### src/core_state_params.svh
`ifndef CORE_STATE_PARAMS_SVH
`define CORE_STATE_PARAMS_SVH
// ============================================================
// register map and layout
`define REG_COUNT 32
`define PTR_X_ADDR 5'h1a
`define PTR_Y_ADDR 5'h1c
`define PTR_Z_ADDR 5'h1e
`define IO_SP_LOW 6'h3d
`define IO_SP_HIGH 6'h3e
`define LAST_SRAM_ADDRESS 16'h08ff
`define BOOT_START 14'h3800
`define IRQ_COUNT 8
`define ENTRY_CYCLES 3'h4
`define RETURN_CYCLES 3'h4
`define GIE_BIT 7
`endif

### src/core_state_pkg.sv
`default_nettype none
package core_state_pkg;
  // ============================================================
  // sequencer states, stack actions and pointer modes
  typedef enum logic [2:0] {seq_run, seq_entry, seq_return, seq_hold} seq_state_t;
  typedef enum logic [2:0] {sp_none, sp_push1, sp_push2, sp_pop1, sp_pop2} sp_op_t;
  typedef enum logic [1:0] {ptr_plain, ptr_postinc, ptr_predec, ptr_disp} ptr_mode_t;
endpackage : core_state_pkg
`default_nettype wire

### src/working_reg_mem.sv
`timescale 1ns/1ps
`default_nettype none
`include "core_state_params.svh"
module working_reg_mem (
  input wire logic clock, // core clock
  input wire logic resetn, // sync reset, active low
  input wire logic [4:0] rd_a_addr, // operand a index
  input wire logic [4:0] rd_b_addr, // operand b index
  output logic [7:0] rd_a_data, // operand a, combinational
  output logic [7:0] rd_b_data, // operand b, combinational
  input wire logic wr_en, // byte write strobe
  input wire logic wr_word, // write 16 bits to pair
  input wire logic [4:0] wr_addr, // destination index
  input wire logic [15:0] wr_data, // result word
  output logic [15:0] ptr_x, // pointer pair at 0x1a
  output logic [15:0] ptr_y, // pointer pair at 0x1c
  output logic [15:0] ptr_z // pointer pair at 0x1e
);
  typedef struct packed {logic [31:0][7:0] r;} mem_state_t;
  mem_state_t s_q, s_d;
  // ============================================================
  // reads are combinational so one-cycle alu works
  assign rd_a_data = s_q.r[rd_a_addr];
  assign rd_b_data = s_q.r[rd_b_addr];
  assign ptr_x = {s_q.r[5'h1b], s_q.r[`PTR_X_ADDR]};
  assign ptr_y = {s_q.r[5'h1d], s_q.r[`PTR_Y_ADDR]};
  assign ptr_z = {s_q.r[5'h1f], s_q.r[`PTR_Z_ADDR]};
  // byte write or word write to an even-aligned pair
  always_comb begin
    s_d = s_q;
    if (wr_en) begin
      if (wr_word) begin
        s_d.r[{wr_addr[4:1], 1'b0}] = wr_data[7:0];
        s_d.r[{wr_addr[4:1], 1'b1}] = wr_data[15:8];
      end else begin
        s_d.r[wr_addr] = wr_data[7:0];
      end
    end
  end
  // ============================================================
  always_ff @(posedge clock) begin
    if (!resetn) s_q <= '0;
    else s_q <= s_d;
  end
endmodule : working_reg_mem
`default_nettype wire

### src/irq_arbiter.sv
`timescale 1ns/1ps
`default_nettype none
`include "core_state_params.svh"
module irq_arbiter (
  input wire logic clock, // core clock
  input wire logic resetn, // sync reset, active low
  input wire logic [7:0] flag_set, // flag-type event pulses, async
  input wire logic [7:0] level_req, // level-type conditions, async
  input wire logic [7:0] is_level, // source kind per bit
  input wire logic [7:0] enable, // individual enables
  input wire logic [7:0] flag_clr_w1, // software write-one clear
  input wire logic take, // vector taken this cycle
  input wire logic [2:0] take_idx, // source being taken
  output logic req_any, // some enabled source wants service
  output logic [2:0] req_idx, // highest priority index
  output logic [7:0] flags // pending flags
);
  typedef struct packed {logic [7:0] s1, s2, lv1, lv2, fl;} arb_state_t;
  arb_state_t s_q, s_d;
  logic [7:0] want;
  // ============================================================
  // synchronise pins; flag set beats clear in the same cycle
  always_comb begin
    s_d = s_q;
    s_d.s1 = flag_set;
    s_d.s2 = s_q.s1;
    s_d.lv1 = level_req;
    s_d.lv2 = s_q.lv1;
    for (int i = 0; i < `IRQ_COUNT; i++) begin
      if (flag_clr_w1[i] || (take && take_idx == 3'(i))) s_d.fl[i] = 1'b0;
      if (s_q.s2[i] && !is_level[i]) s_d.fl[i] = 1'b1;
    end
  end
  // level sources bypass latching entirely
  assign want = ((is_level & s_q.lv2) | (~is_level & s_q.fl)) & enable;
  assign flags = s_q.fl;
  // lowest index wins: vector order is priority order
  always_comb begin
    req_idx = 3'h0;
    for (int i = `IRQ_COUNT - 1; i >= 0; i--) begin
      if (want[i]) req_idx = 3'(i);
    end
  end
  assign req_any = |want;
  // ============================================================
  always_ff @(posedge clock) begin
    if (!resetn) s_q <= '0;
    else s_q <= s_d;
  end
endmodule : irq_arbiter
`default_nettype wire

### src/core_state.sv
`timescale 1ns/1ps
`default_nettype none
`include "core_state_params.svh"
module core_state (
  input wire logic clock, // core clock, 10 MHz
  input wire logic resetn, // sync reset, active low
  // register file port from decode
  input wire logic [4:0] rd_a_addr, // operand a index
  input wire logic [4:0] rd_b_addr, // operand b index
  output logic [7:0] rd_a_data, // operand a
  output logic [7:0] rd_b_data, // operand b
  input wire logic rf_wr_en, // result write strobe
  input wire logic rf_wr_word, // 16-bit result
  input wire logic [4:0] rf_wr_addr, // destination
  input wire logic [15:0] rf_wr_data, // result
  // pointer addressing
  input wire logic ptr_req, // indirect access this cycle
  input wire logic [1:0] ptr_sel, // 0 x, 1 y, 2 z
  input wire logic [1:0] ptr_mode, // ptr_mode_t
  input wire logic [5:0] ptr_disp, // displacement
  output logic [15:0] ptr_addr, // effective data address
  output logic ptr_is_reg, // address hits register file
  // data-space access to registers and sp
  input wire logic ds_wr, // data-space write strobe
  input wire logic [15:0] ds_addr, // data address
  input wire logic [7:0] ds_wdata, // write data
  output logic [7:0] ds_rdata, // read data, registered
  output logic ds_hit, // address is ours
  // stack ops from decode
  input wire logic [2:0] sp_op, // sp_op_t
  input wire logic [15:0] pc, // current program counter
  output logic [15:0] stack_ptr, // sp value
  // status bit control
  input wire logic gie_set_op, // set global enable
  input wire logic gie_clr_op, // clear global enable
  input wire logic return_from_irq_op_op, // return_from_irq_op
  input wire logic insn_done, // an instruction completes
  input wire logic sleeping, // core asleep
  // interrupt sources
  input wire logic [7:0] flag_set, // flag events
  input wire logic [7:0] level_req, // level conditions
  input wire logic [7:0] is_level, // source kinds
  input wire logic [7:0] irq_enable, // individual enables
  input wire logic [7:0] flag_clr_w1, // write-one clears
  output logic [7:0] irq_flags, // pending flags
  // vectors and boot lock
  input wire logic vector_select_bit, // from mcu_control_register
  input wire logic boot_reset_fuse, // programmed high
  input wire logic app_boot_lock_bit, // programmed high
  input wire logic boot_boot_lock_bit, // programmed high
  output logic [13:0] reset_vector, // reset fetch address
  output logic irq_entry, // entry sequence busy
  output logic [13:0] irq_vector, // vector to jump to, registered
  output logic vector_go, // vector fetch pulse
  output logic [7:0] sram_wdata, // push data to sram
  output logic sram_we, // push strobe
  output logic global_enable // gie bit of status_register
);
  typedef struct packed {
    core_state_pkg::seq_state_t st;
    logic [2:0] cnt;
    logic [15:0] sp;
    logic gie;
    logic hold;
    logic [2:0] idx;
    logic [13:0] vec;
    logic go;
    logic [7:0] rdata;
    logic [7:0] wdata;
    logic we;
  } core_t;
  core_t s_q, s_d;
  logic req_any;
  logic [2:0] req_idx;
  logic take;
  logic locked;
  logic [15:0] ptr_x, ptr_y, ptr_z, pbase;

  // decoding used by both read and write paths
  function automatic logic [1:0] io_decode(input logic [15:0] a);
    if (a == 16'h0020 + {10'h000, `IO_SP_LOW}) io_decode = 2'h1;
    else if (a == 16'h0020 + {10'h000, `IO_SP_HIGH}) io_decode = 2'h2;
    else if (a < 16'h0020) io_decode = 2'h3;
    else io_decode = 2'h0;
  endfunction : io_decode

  // ============================================================
  // working registers
  working_reg_mem u_regs (
    .clock(clock),
    .resetn(resetn),
    .rd_a_addr(rd_a_addr),
    .rd_b_addr(rd_b_addr),
    .rd_a_data(rd_a_data),
    .rd_b_data(rd_b_data),
    .wr_en(rf_wr_en || (ds_wr && io_decode(ds_addr) == 2'h3)),
    .wr_word(rf_wr_word && rf_wr_en),
    .wr_addr(rf_wr_en ? rf_wr_addr : ds_addr[4:0]),
    .wr_data(rf_wr_en ? rf_wr_data : {8'h00, ds_wdata}),
    .ptr_x(ptr_x),
    .ptr_y(ptr_y),
    .ptr_z(ptr_z)
  );

  // ============================================================
  // interrupt sources and priority
  irq_arbiter u_arb (
    .clock(clock),
    .resetn(resetn),
    .flag_set(flag_set),
    .level_req(level_req),
    .is_level(is_level),
    .enable(irq_enable),
    .flag_clr_w1(flag_clr_w1),
    .take(take),
    .take_idx(req_idx),
    .req_any(req_any),
    .req_idx(req_idx),
    .flags(irq_flags)
  );

  // ============================================================
  // pointer effective address; writeback of inc/dec left to decode
  always_comb begin
    case (ptr_sel)
      2'h0: pbase = ptr_x;
      2'h1: pbase = ptr_y;
      default: pbase = ptr_z;
    endcase
  end
  always_comb begin
    case (ptr_mode)
      2'h2: ptr_addr = pbase - 16'h0001;
      2'h3: ptr_addr = pbase + {10'h000, ptr_disp};
      default: ptr_addr = pbase;
    endcase
  end
  assign ptr_is_reg = ptr_req && (ptr_addr < 16'h0020);

  // boot lock bits may mask interrupts while running from application area (app) or boot area (boot)
  assign locked = (app_boot_lock_bit && pc[13:0] < `BOOT_START) ||
                  (boot_boot_lock_bit && pc[13:0] >= `BOOT_START);
  // clear op acts in same cycle, so a simultaneous request loses
  assign take = (s_q.st == core_state_pkg::seq_run) && s_q.gie && !gie_clr_op && !s_q.hold &&
                req_any && !locked && insn_done && !return_from_irq_op_op;
  assign reset_vector = boot_reset_fuse ? `BOOT_START : 14'h0000;

  // ============================================================
  // sequencer, stack pointer and global enable
  always_comb begin
    s_d = s_q;
    s_d.go = 1'b0;
    s_d.we = 1'b0;
    if (gie_set_op) begin
      s_d.gie = 1'b1;
      s_d.hold = 1'b1;
    end
    if (gie_clr_op) s_d.gie = 1'b0;
    if (insn_done && s_q.st == core_state_pkg::seq_run && !gie_set_op) s_d.hold = 1'b0;
    if (ds_wr && io_decode(ds_addr) == 2'h1) s_d.sp[7:0] = ds_wdata;
    if (ds_wr && io_decode(ds_addr) == 2'h2) s_d.sp[15:8] = ds_wdata;
    case (io_decode(ds_addr))
      2'h1: s_d.rdata = s_q.sp[7:0];
      2'h2: s_d.rdata = s_q.sp[15:8];
      default: s_d.rdata = 8'h00;
    endcase
    case (s_q.st)
      core_state_pkg::seq_run: begin
        case (core_state_pkg::sp_op_t'(sp_op))
          core_state_pkg::sp_push1: s_d.sp = s_q.sp - 16'h0001;
          core_state_pkg::sp_push2: s_d.sp = s_q.sp - 16'h0002;
          core_state_pkg::sp_pop1: s_d.sp = s_q.sp + 16'h0001;
          core_state_pkg::sp_pop2: s_d.sp = s_q.sp + 16'h0002;
          default: ;
        endcase
        if (return_from_irq_op_op) begin
          s_d.st = core_state_pkg::seq_return;
          s_d.cnt = `RETURN_CYCLES - 3'h1;
        end else if (take) begin
          s_d.st = core_state_pkg::seq_entry;
          s_d.cnt = sleeping ? 3'h7 : `ENTRY_CYCLES - 3'h1;
          s_d.gie = 1'b0;
          s_d.idx = req_idx;
        end
      end
      core_state_pkg::seq_entry: begin
        s_d.cnt = s_q.cnt - 3'h1;
        if (s_q.cnt == 3'h1 || s_q.cnt == 3'h2) begin
          s_d.we = 1'b1;
          s_d.wdata = (s_q.cnt == 3'h2) ? pc[7:0] : pc[15:8];
          s_d.sp = s_q.sp - 16'h0001;
        end
        if (s_q.cnt == 3'h0) begin
          s_d.st = core_state_pkg::seq_run;
          s_d.go = 1'b1;
          s_d.vec = (vector_select_bit ? `BOOT_START : 14'h0000) +
                    {10'h000, s_q.idx, 1'b0} + 14'h0002;
        end
      end
      core_state_pkg::seq_return: begin
        s_d.cnt = s_q.cnt - 3'h1;
        if (s_q.cnt == 3'h1 || s_q.cnt == 3'h2) s_d.sp = s_q.sp + 16'h0001;
        if (s_q.cnt == 3'h0) begin
          s_d.st = core_state_pkg::seq_run;
          s_d.gie = 1'b1;
          s_d.hold = 1'b1;
        end
      end
      default: s_d.st = core_state_pkg::seq_run;
    endcase
  end

  // ============================================================
  // outputs
  assign stack_ptr = s_q.sp;
  assign global_enable = s_q.gie;
  assign irq_entry = (s_q.st == core_state_pkg::seq_entry);
  assign irq_vector = s_q.vec;
  assign vector_go = s_q.go;
  assign ds_rdata = s_q.rdata;
  assign ds_hit = (io_decode(ds_addr) != 2'h0);
  assign sram_wdata = s_q.wdata;
  assign sram_we = s_q.we;

  always_ff @(posedge clock) begin
    if (!resetn) begin
      s_q <= '0;
      s_q.sp <= `LAST_SRAM_ADDRESS;
      s_q.st <= core_state_pkg::seq_run;
    end else begin
      s_q <= s_d;
    end
  end
endmodule : core_state
`default_nettype wire

### config.mk
export PLATFORM = sky130hd
export DESIGN_NAME = core_state
export DESIGN_NICKNAME = d
export VERILOG_FILES = /design/src/core_state_pkg.sv /design/src/working_reg_mem.sv /design/src/irq_arbiter.sv /design/src/core_state.sv
export VERILOG_INCLUDE_DIRS = /design/src /design/src/src
export SDC_FILE = /design/constraint.sdc
export NUM_CORES = 1
export LEC_CHECK = 0
export ABC_AREA = 1
export CELL_PAD_IN_SITES_DETAIL_PLACEMENT = 1
export CELL_PAD_IN_SITES_GLOBAL_PLACEMENT = 1
export CORE_ASPECT_RATIO = 0.9
export CORE_MARGIN = 2
export CORE_UTILIZATION = 40
export DETAILED_ROUTE_END_ITERATION = 8
export DONT_BUFFER_PORTS = 1
export GPL_ROUTABILITY_DRIVEN = 0
export PLACE_DENSITY = 0.69
export SLEW_MARGIN = 5
export SYNTH_ARGS = -nofsm -noshare
export SYNTH_HDL_FRONTEND = slang
export SYNTH_SLANG_ARGS = --single-unit
export TNS_END_PERCENT = 1
### constraint.sdc
create_clock -name clock -period 5.6 [get_ports clock]
set_clock_uncertainty 0.1 [all_clocks]
set_input_delay 1.12 -clock clock [delete_from_list [all_inputs] [get_ports clock]]
set_output_delay 1.12 -clock clock [all_outputs]
set_load 0.03 [all_outputs]
==> metrics.md <==
| Metric | Value |
|---|---|
| Antenna diodes | 0 |
| Worst-case clock buffer depth | 3 |
| Critical-path cell with the highest stage delay | fa_1 |
| Max-slew violation count | 0 |
| H-tree lvl count | 2 |
| RSZ-0062 raised after global routing | false |
| Critical path's most frequent cell | nand3_1 |
| Largest stage delay on the critical path | 0.51 ns |
| Synthesized area per cell | between 6 and 7 um2 |
| Port bufs | 0 |
| Slew at the pin with the worst max-slew slack | around 1.4 ns |
| Class of the tightest hold or removal check | reg2reg |
| Global-route wire length before repair | 151 mm |
| Chain of cells forming the critical path | inv_1, o22ai_1, a21oi_1, ha_1, fa_1, nand3_1, nand3_1, nand2_1, nand3b_1, nand3_1, nand2_1, nor2_1, nand3_1, nor2_1, nand4_1, nor2_1 |
| CP required | 4.38 ns |
| ANT nets after route | 0 |
| Hold-fix buffer count after cts | 0 |
| Fin Hold WS | ~0.31 ns |
| Number of antenna violations at the first check in global routing | 0 |
| Rows | 82 |
| Final hold violation count | 0 |
| LEAKAGE | approximately 9.9 nW |
| Start-to-end type of the worst setup path | in2out |
| Effective utilization at floorplan | 40.3% |
| Most frequent cell after synthesis | nor2_1 |
| IO Pins | 245 |
| Layout overhead on the synthesized area | 6.92% |
| Count of warnings emitted by yosys | 0 |
| Clock Power Share | around 40% |
| Total track usage | ~33% |
| Clock latency reported for the late side of the worst-skew pair | ~0.59 ns |
| Share of the clock period used by the worst path | 93.1% |
| Maximum number of pins on one net before global-route repair | between 300 and 400 |
| Reported net switching power | around 0.0023 W |
| Synth Instances | roughly 3.5k |
| Async S/R FF share, synth | 0% |
| Drt total wl | between 90 and 100 mm |
| PwrDens | around 290 nW/um2 |
| Final routed wire length divided by cell count | 24.2 um |
| Number of vias after detailed routing | between 20k and 30k |
| Number of maximum-capacitance violations | 0 |
| # resized after CTS | 0 |
| Largest area contributor in the synthesized netlist | dfxtp_1 |
| Root cell of the clock tree | clkbuf_16 |
| Post-detailed-route via-to-cell ratio | approximately 6.2 |
| Share of synthesized area occupied by flip-flops and latches | a little under a third |
| Run status | complete, no violations |
| Post-route design area | between 20000 and 25000 um2 |
| Final routed DRC violation total | 0 |
| DR pass1 iterations | 6 |
| Commonest cells in the synthesized netlist | 645 x nor2_1, 569 x o21ai_0, 417 x nand2_1 |
| Worst path buffer plus inverter count | 1 |
| Die width | about 250 um |
| TritonCTS Sinks | around 350 |
| Total congestion overflow after global routing | 0 |
| Cell types with the largest area share after synthesis | dfxtp_1 31%, o21ai_0 13%, nor2_1 11%, nand2_1 7.0%, a21oi_1 5.2% |
| Int Power | approximately 0.0046 W |
| Gate power share | 20.5% |
| Count of distinct cell types in the synthesized netlist | 48 |
| Share of layout cells above drive strength 1 | around 8% |
| Power share of the sequential group | roughly two fifths |
| Fillers | ~7.2k |
| Floorplan die area | about 58000 um2 |
| Critical Path AT | between 3 and 4 ns |
| Die height | ~230 um |
| Final core area utilization | between 40% and 50% |
| Core Region | 55500 um2 |
| Total area of multi-input combinational cells | about 13000 um2 |
| Peak supply drop | about 0.0002 V |
| Dominant register cell in the synthesized netlist | dfxtp_1 |
| Post-detailed-placement half-perimeter wirelength | approximately 66 mm |
| Family with the most delay on the worst path | simple AND/OR/NAND/NOR gates |
| Clock Pin Slew Worst Setup and Hold Paths | roughly 0.05 ns |
| Switching portion of total power | about a third |
| Buffers inserted by post-CTS timing repair | 0 |
| Number of enable-type register cells in the synthesized netlist | 0 |
| Worst slew slack as a fraction of its limit | 7.36% |
| Cell Area, Synth | roughly 22000 um2 |
| Element type at the critical path end | primary output |
| Yosys top cell area share | a little under a third |
| Highest achievable clock rate | approximately 190 MHz |
| Initial DRC Count | between 2k and 2.5k |
| Crit path launch type | primary input |
| Total of flip-flops plus latches after synthesis | approximately 350 |
| Via count of the first global-routing pass | 25.3k |
| Number of nets in the final layout | between 3k and 4k |
| Critical-path maximum fanout | 16 |
| Final-report setup violation count | 0 |
| Setup total negative slack | 0 ns |
| Post-layout min period | approximately 5.2 ns |
| Cell area reported after detailed placement | roughly 22000 um2 |
| Clock tree from TritonCTS | done |
| Number of clock buffers inserted by TritonCTS | 43 |
| Footprint of the flip-flops and latches | 6910 um2 |
[worst min-delay path: stages (launching register included)]
cell	delay, ns
dfxtp_1	0.30
nand2_1	0.05
inv_1	0.04
[per-layer routing]
layer	GRT usage [%]	vias to the layer above	wire, um	share of wire [%]
li1	-	11500	-	-
met1	41.9	12400	40400	41
met2	55.2	1111	46000	46
met3	6.02	271	7630	7.7
met4	16.4	0	5130	5.2
met5	0	-	0	0
[final timing paths]
| path | start | end | slack, ns | cells past startpoint |
|---|---|---|---|---|
| max | ptr_sel[1] | ptr_is_reg | 0.39 | 16 |
| min reg2reg | u_arb.s_d[11]$_SDFF_PN0_ | u_arb.s_q[11]$_SDFF_PN0_ | 0.31 | 2 |
| min | u_arb.s_d[11]$_SDFF_PN0_ | u_arb.s_q[11]$_SDFF_PN0_ | 0.31 | 2 |
| max reg2reg | stack_ptr[2]$_SDFF_PN1_ | stack_ptr[11]$_SDFF_PN1_ | 2.59 | 15 |
[power by group through the flow]
stage          Combinational (W)  Clock (W)  Sequential, W
2_1_floorplan            0.00110          0        0.00263
3_3_place_gp             0.00135          0        0.00271
3_5_place_dp             0.00139          0        0.00271
4_1_cts                  0.00140    0.00289        0.00266
5_1_grt                  0.00155    0.00299        0.00266
6_report                 0.00142    0.00285        0.00266
[cells in the final DEF (no fill, tap or decap), types with 18 or more instances in the layout]
cell type	instances
o221ai_1	103
clkbuf_16	44
inv_1	202
buf_4	59
nor2_1	645
xor2_1	21
o22ai_1	160
a21oi_1	234
nand3_1	163
nand2_2	33
conb_1	18
a31oi_1	26
nand2_1	417
inv_2	57
o21ai_0	569
dfxtp_1	345
o21ai_1	26
ha_1	39
[kinds of logic (layout without fill, tap and decap cells)]
kind of cell / count (synthesis) / in the layout / share of synthesized area [%]
xor gates and xnor gates: 27 / 27 / 1.06
muxes: 5 / 5 / 0.224
buffers and inverters: 553 / 407 / 11.0
adders and majority gates: 41 / 41 / 2.36
AOI/OAI and AO/OA: 1177 / 1177 / 30.1
and+or+nand+nor: 1321 / 1321 / 24.3
DFF: 345 / 345 / 30.9
other: 1 / 18 / 0.0168
[through the flow]
| stage | total power, W | setup WS (ns) | instances |
|---|---|---|---|
| after CTS | 0.00694 | 0.421 | 4097 |
| after global placement | 0.00405 | 0.530 | 4021 |
| after detailed placement | 0.00410 | 0.414 | 4021 |
| after floorplan | 0.00373 | 0.130 | 3487 |
| after global routing | 0.00720 | 0.156 | 4097 |
| final | 0.00693 | 0.385 | 4097 |
[flip-flops by register name, indices dropped and copies added (netlist names)]
signal and cells:
u_regs.ptr_y 16, u_arb.flags 8, ds_rdata 8, global_enable 1, irq_vector 5, sram_we 1, sram_wdata 8, u_regs.ptr_z 16
u_arb.s_d 16, u_regs.ptr_x 16, stack_ptr 16, s_q 9, u_regs.s_q 208, vector_go 1, u_arb.s_q 16
[area by class of cell]
type	instances	area share, %
multi-input cells	2589	54.9
flip-flops and latches	345	28.9
clock buffers	64	5.38
inverters	270	4.27
well taps	756	3.96
repair buffers	61	2.02
clock inverters	12	0.524
(Power assumes the default switching activity.)
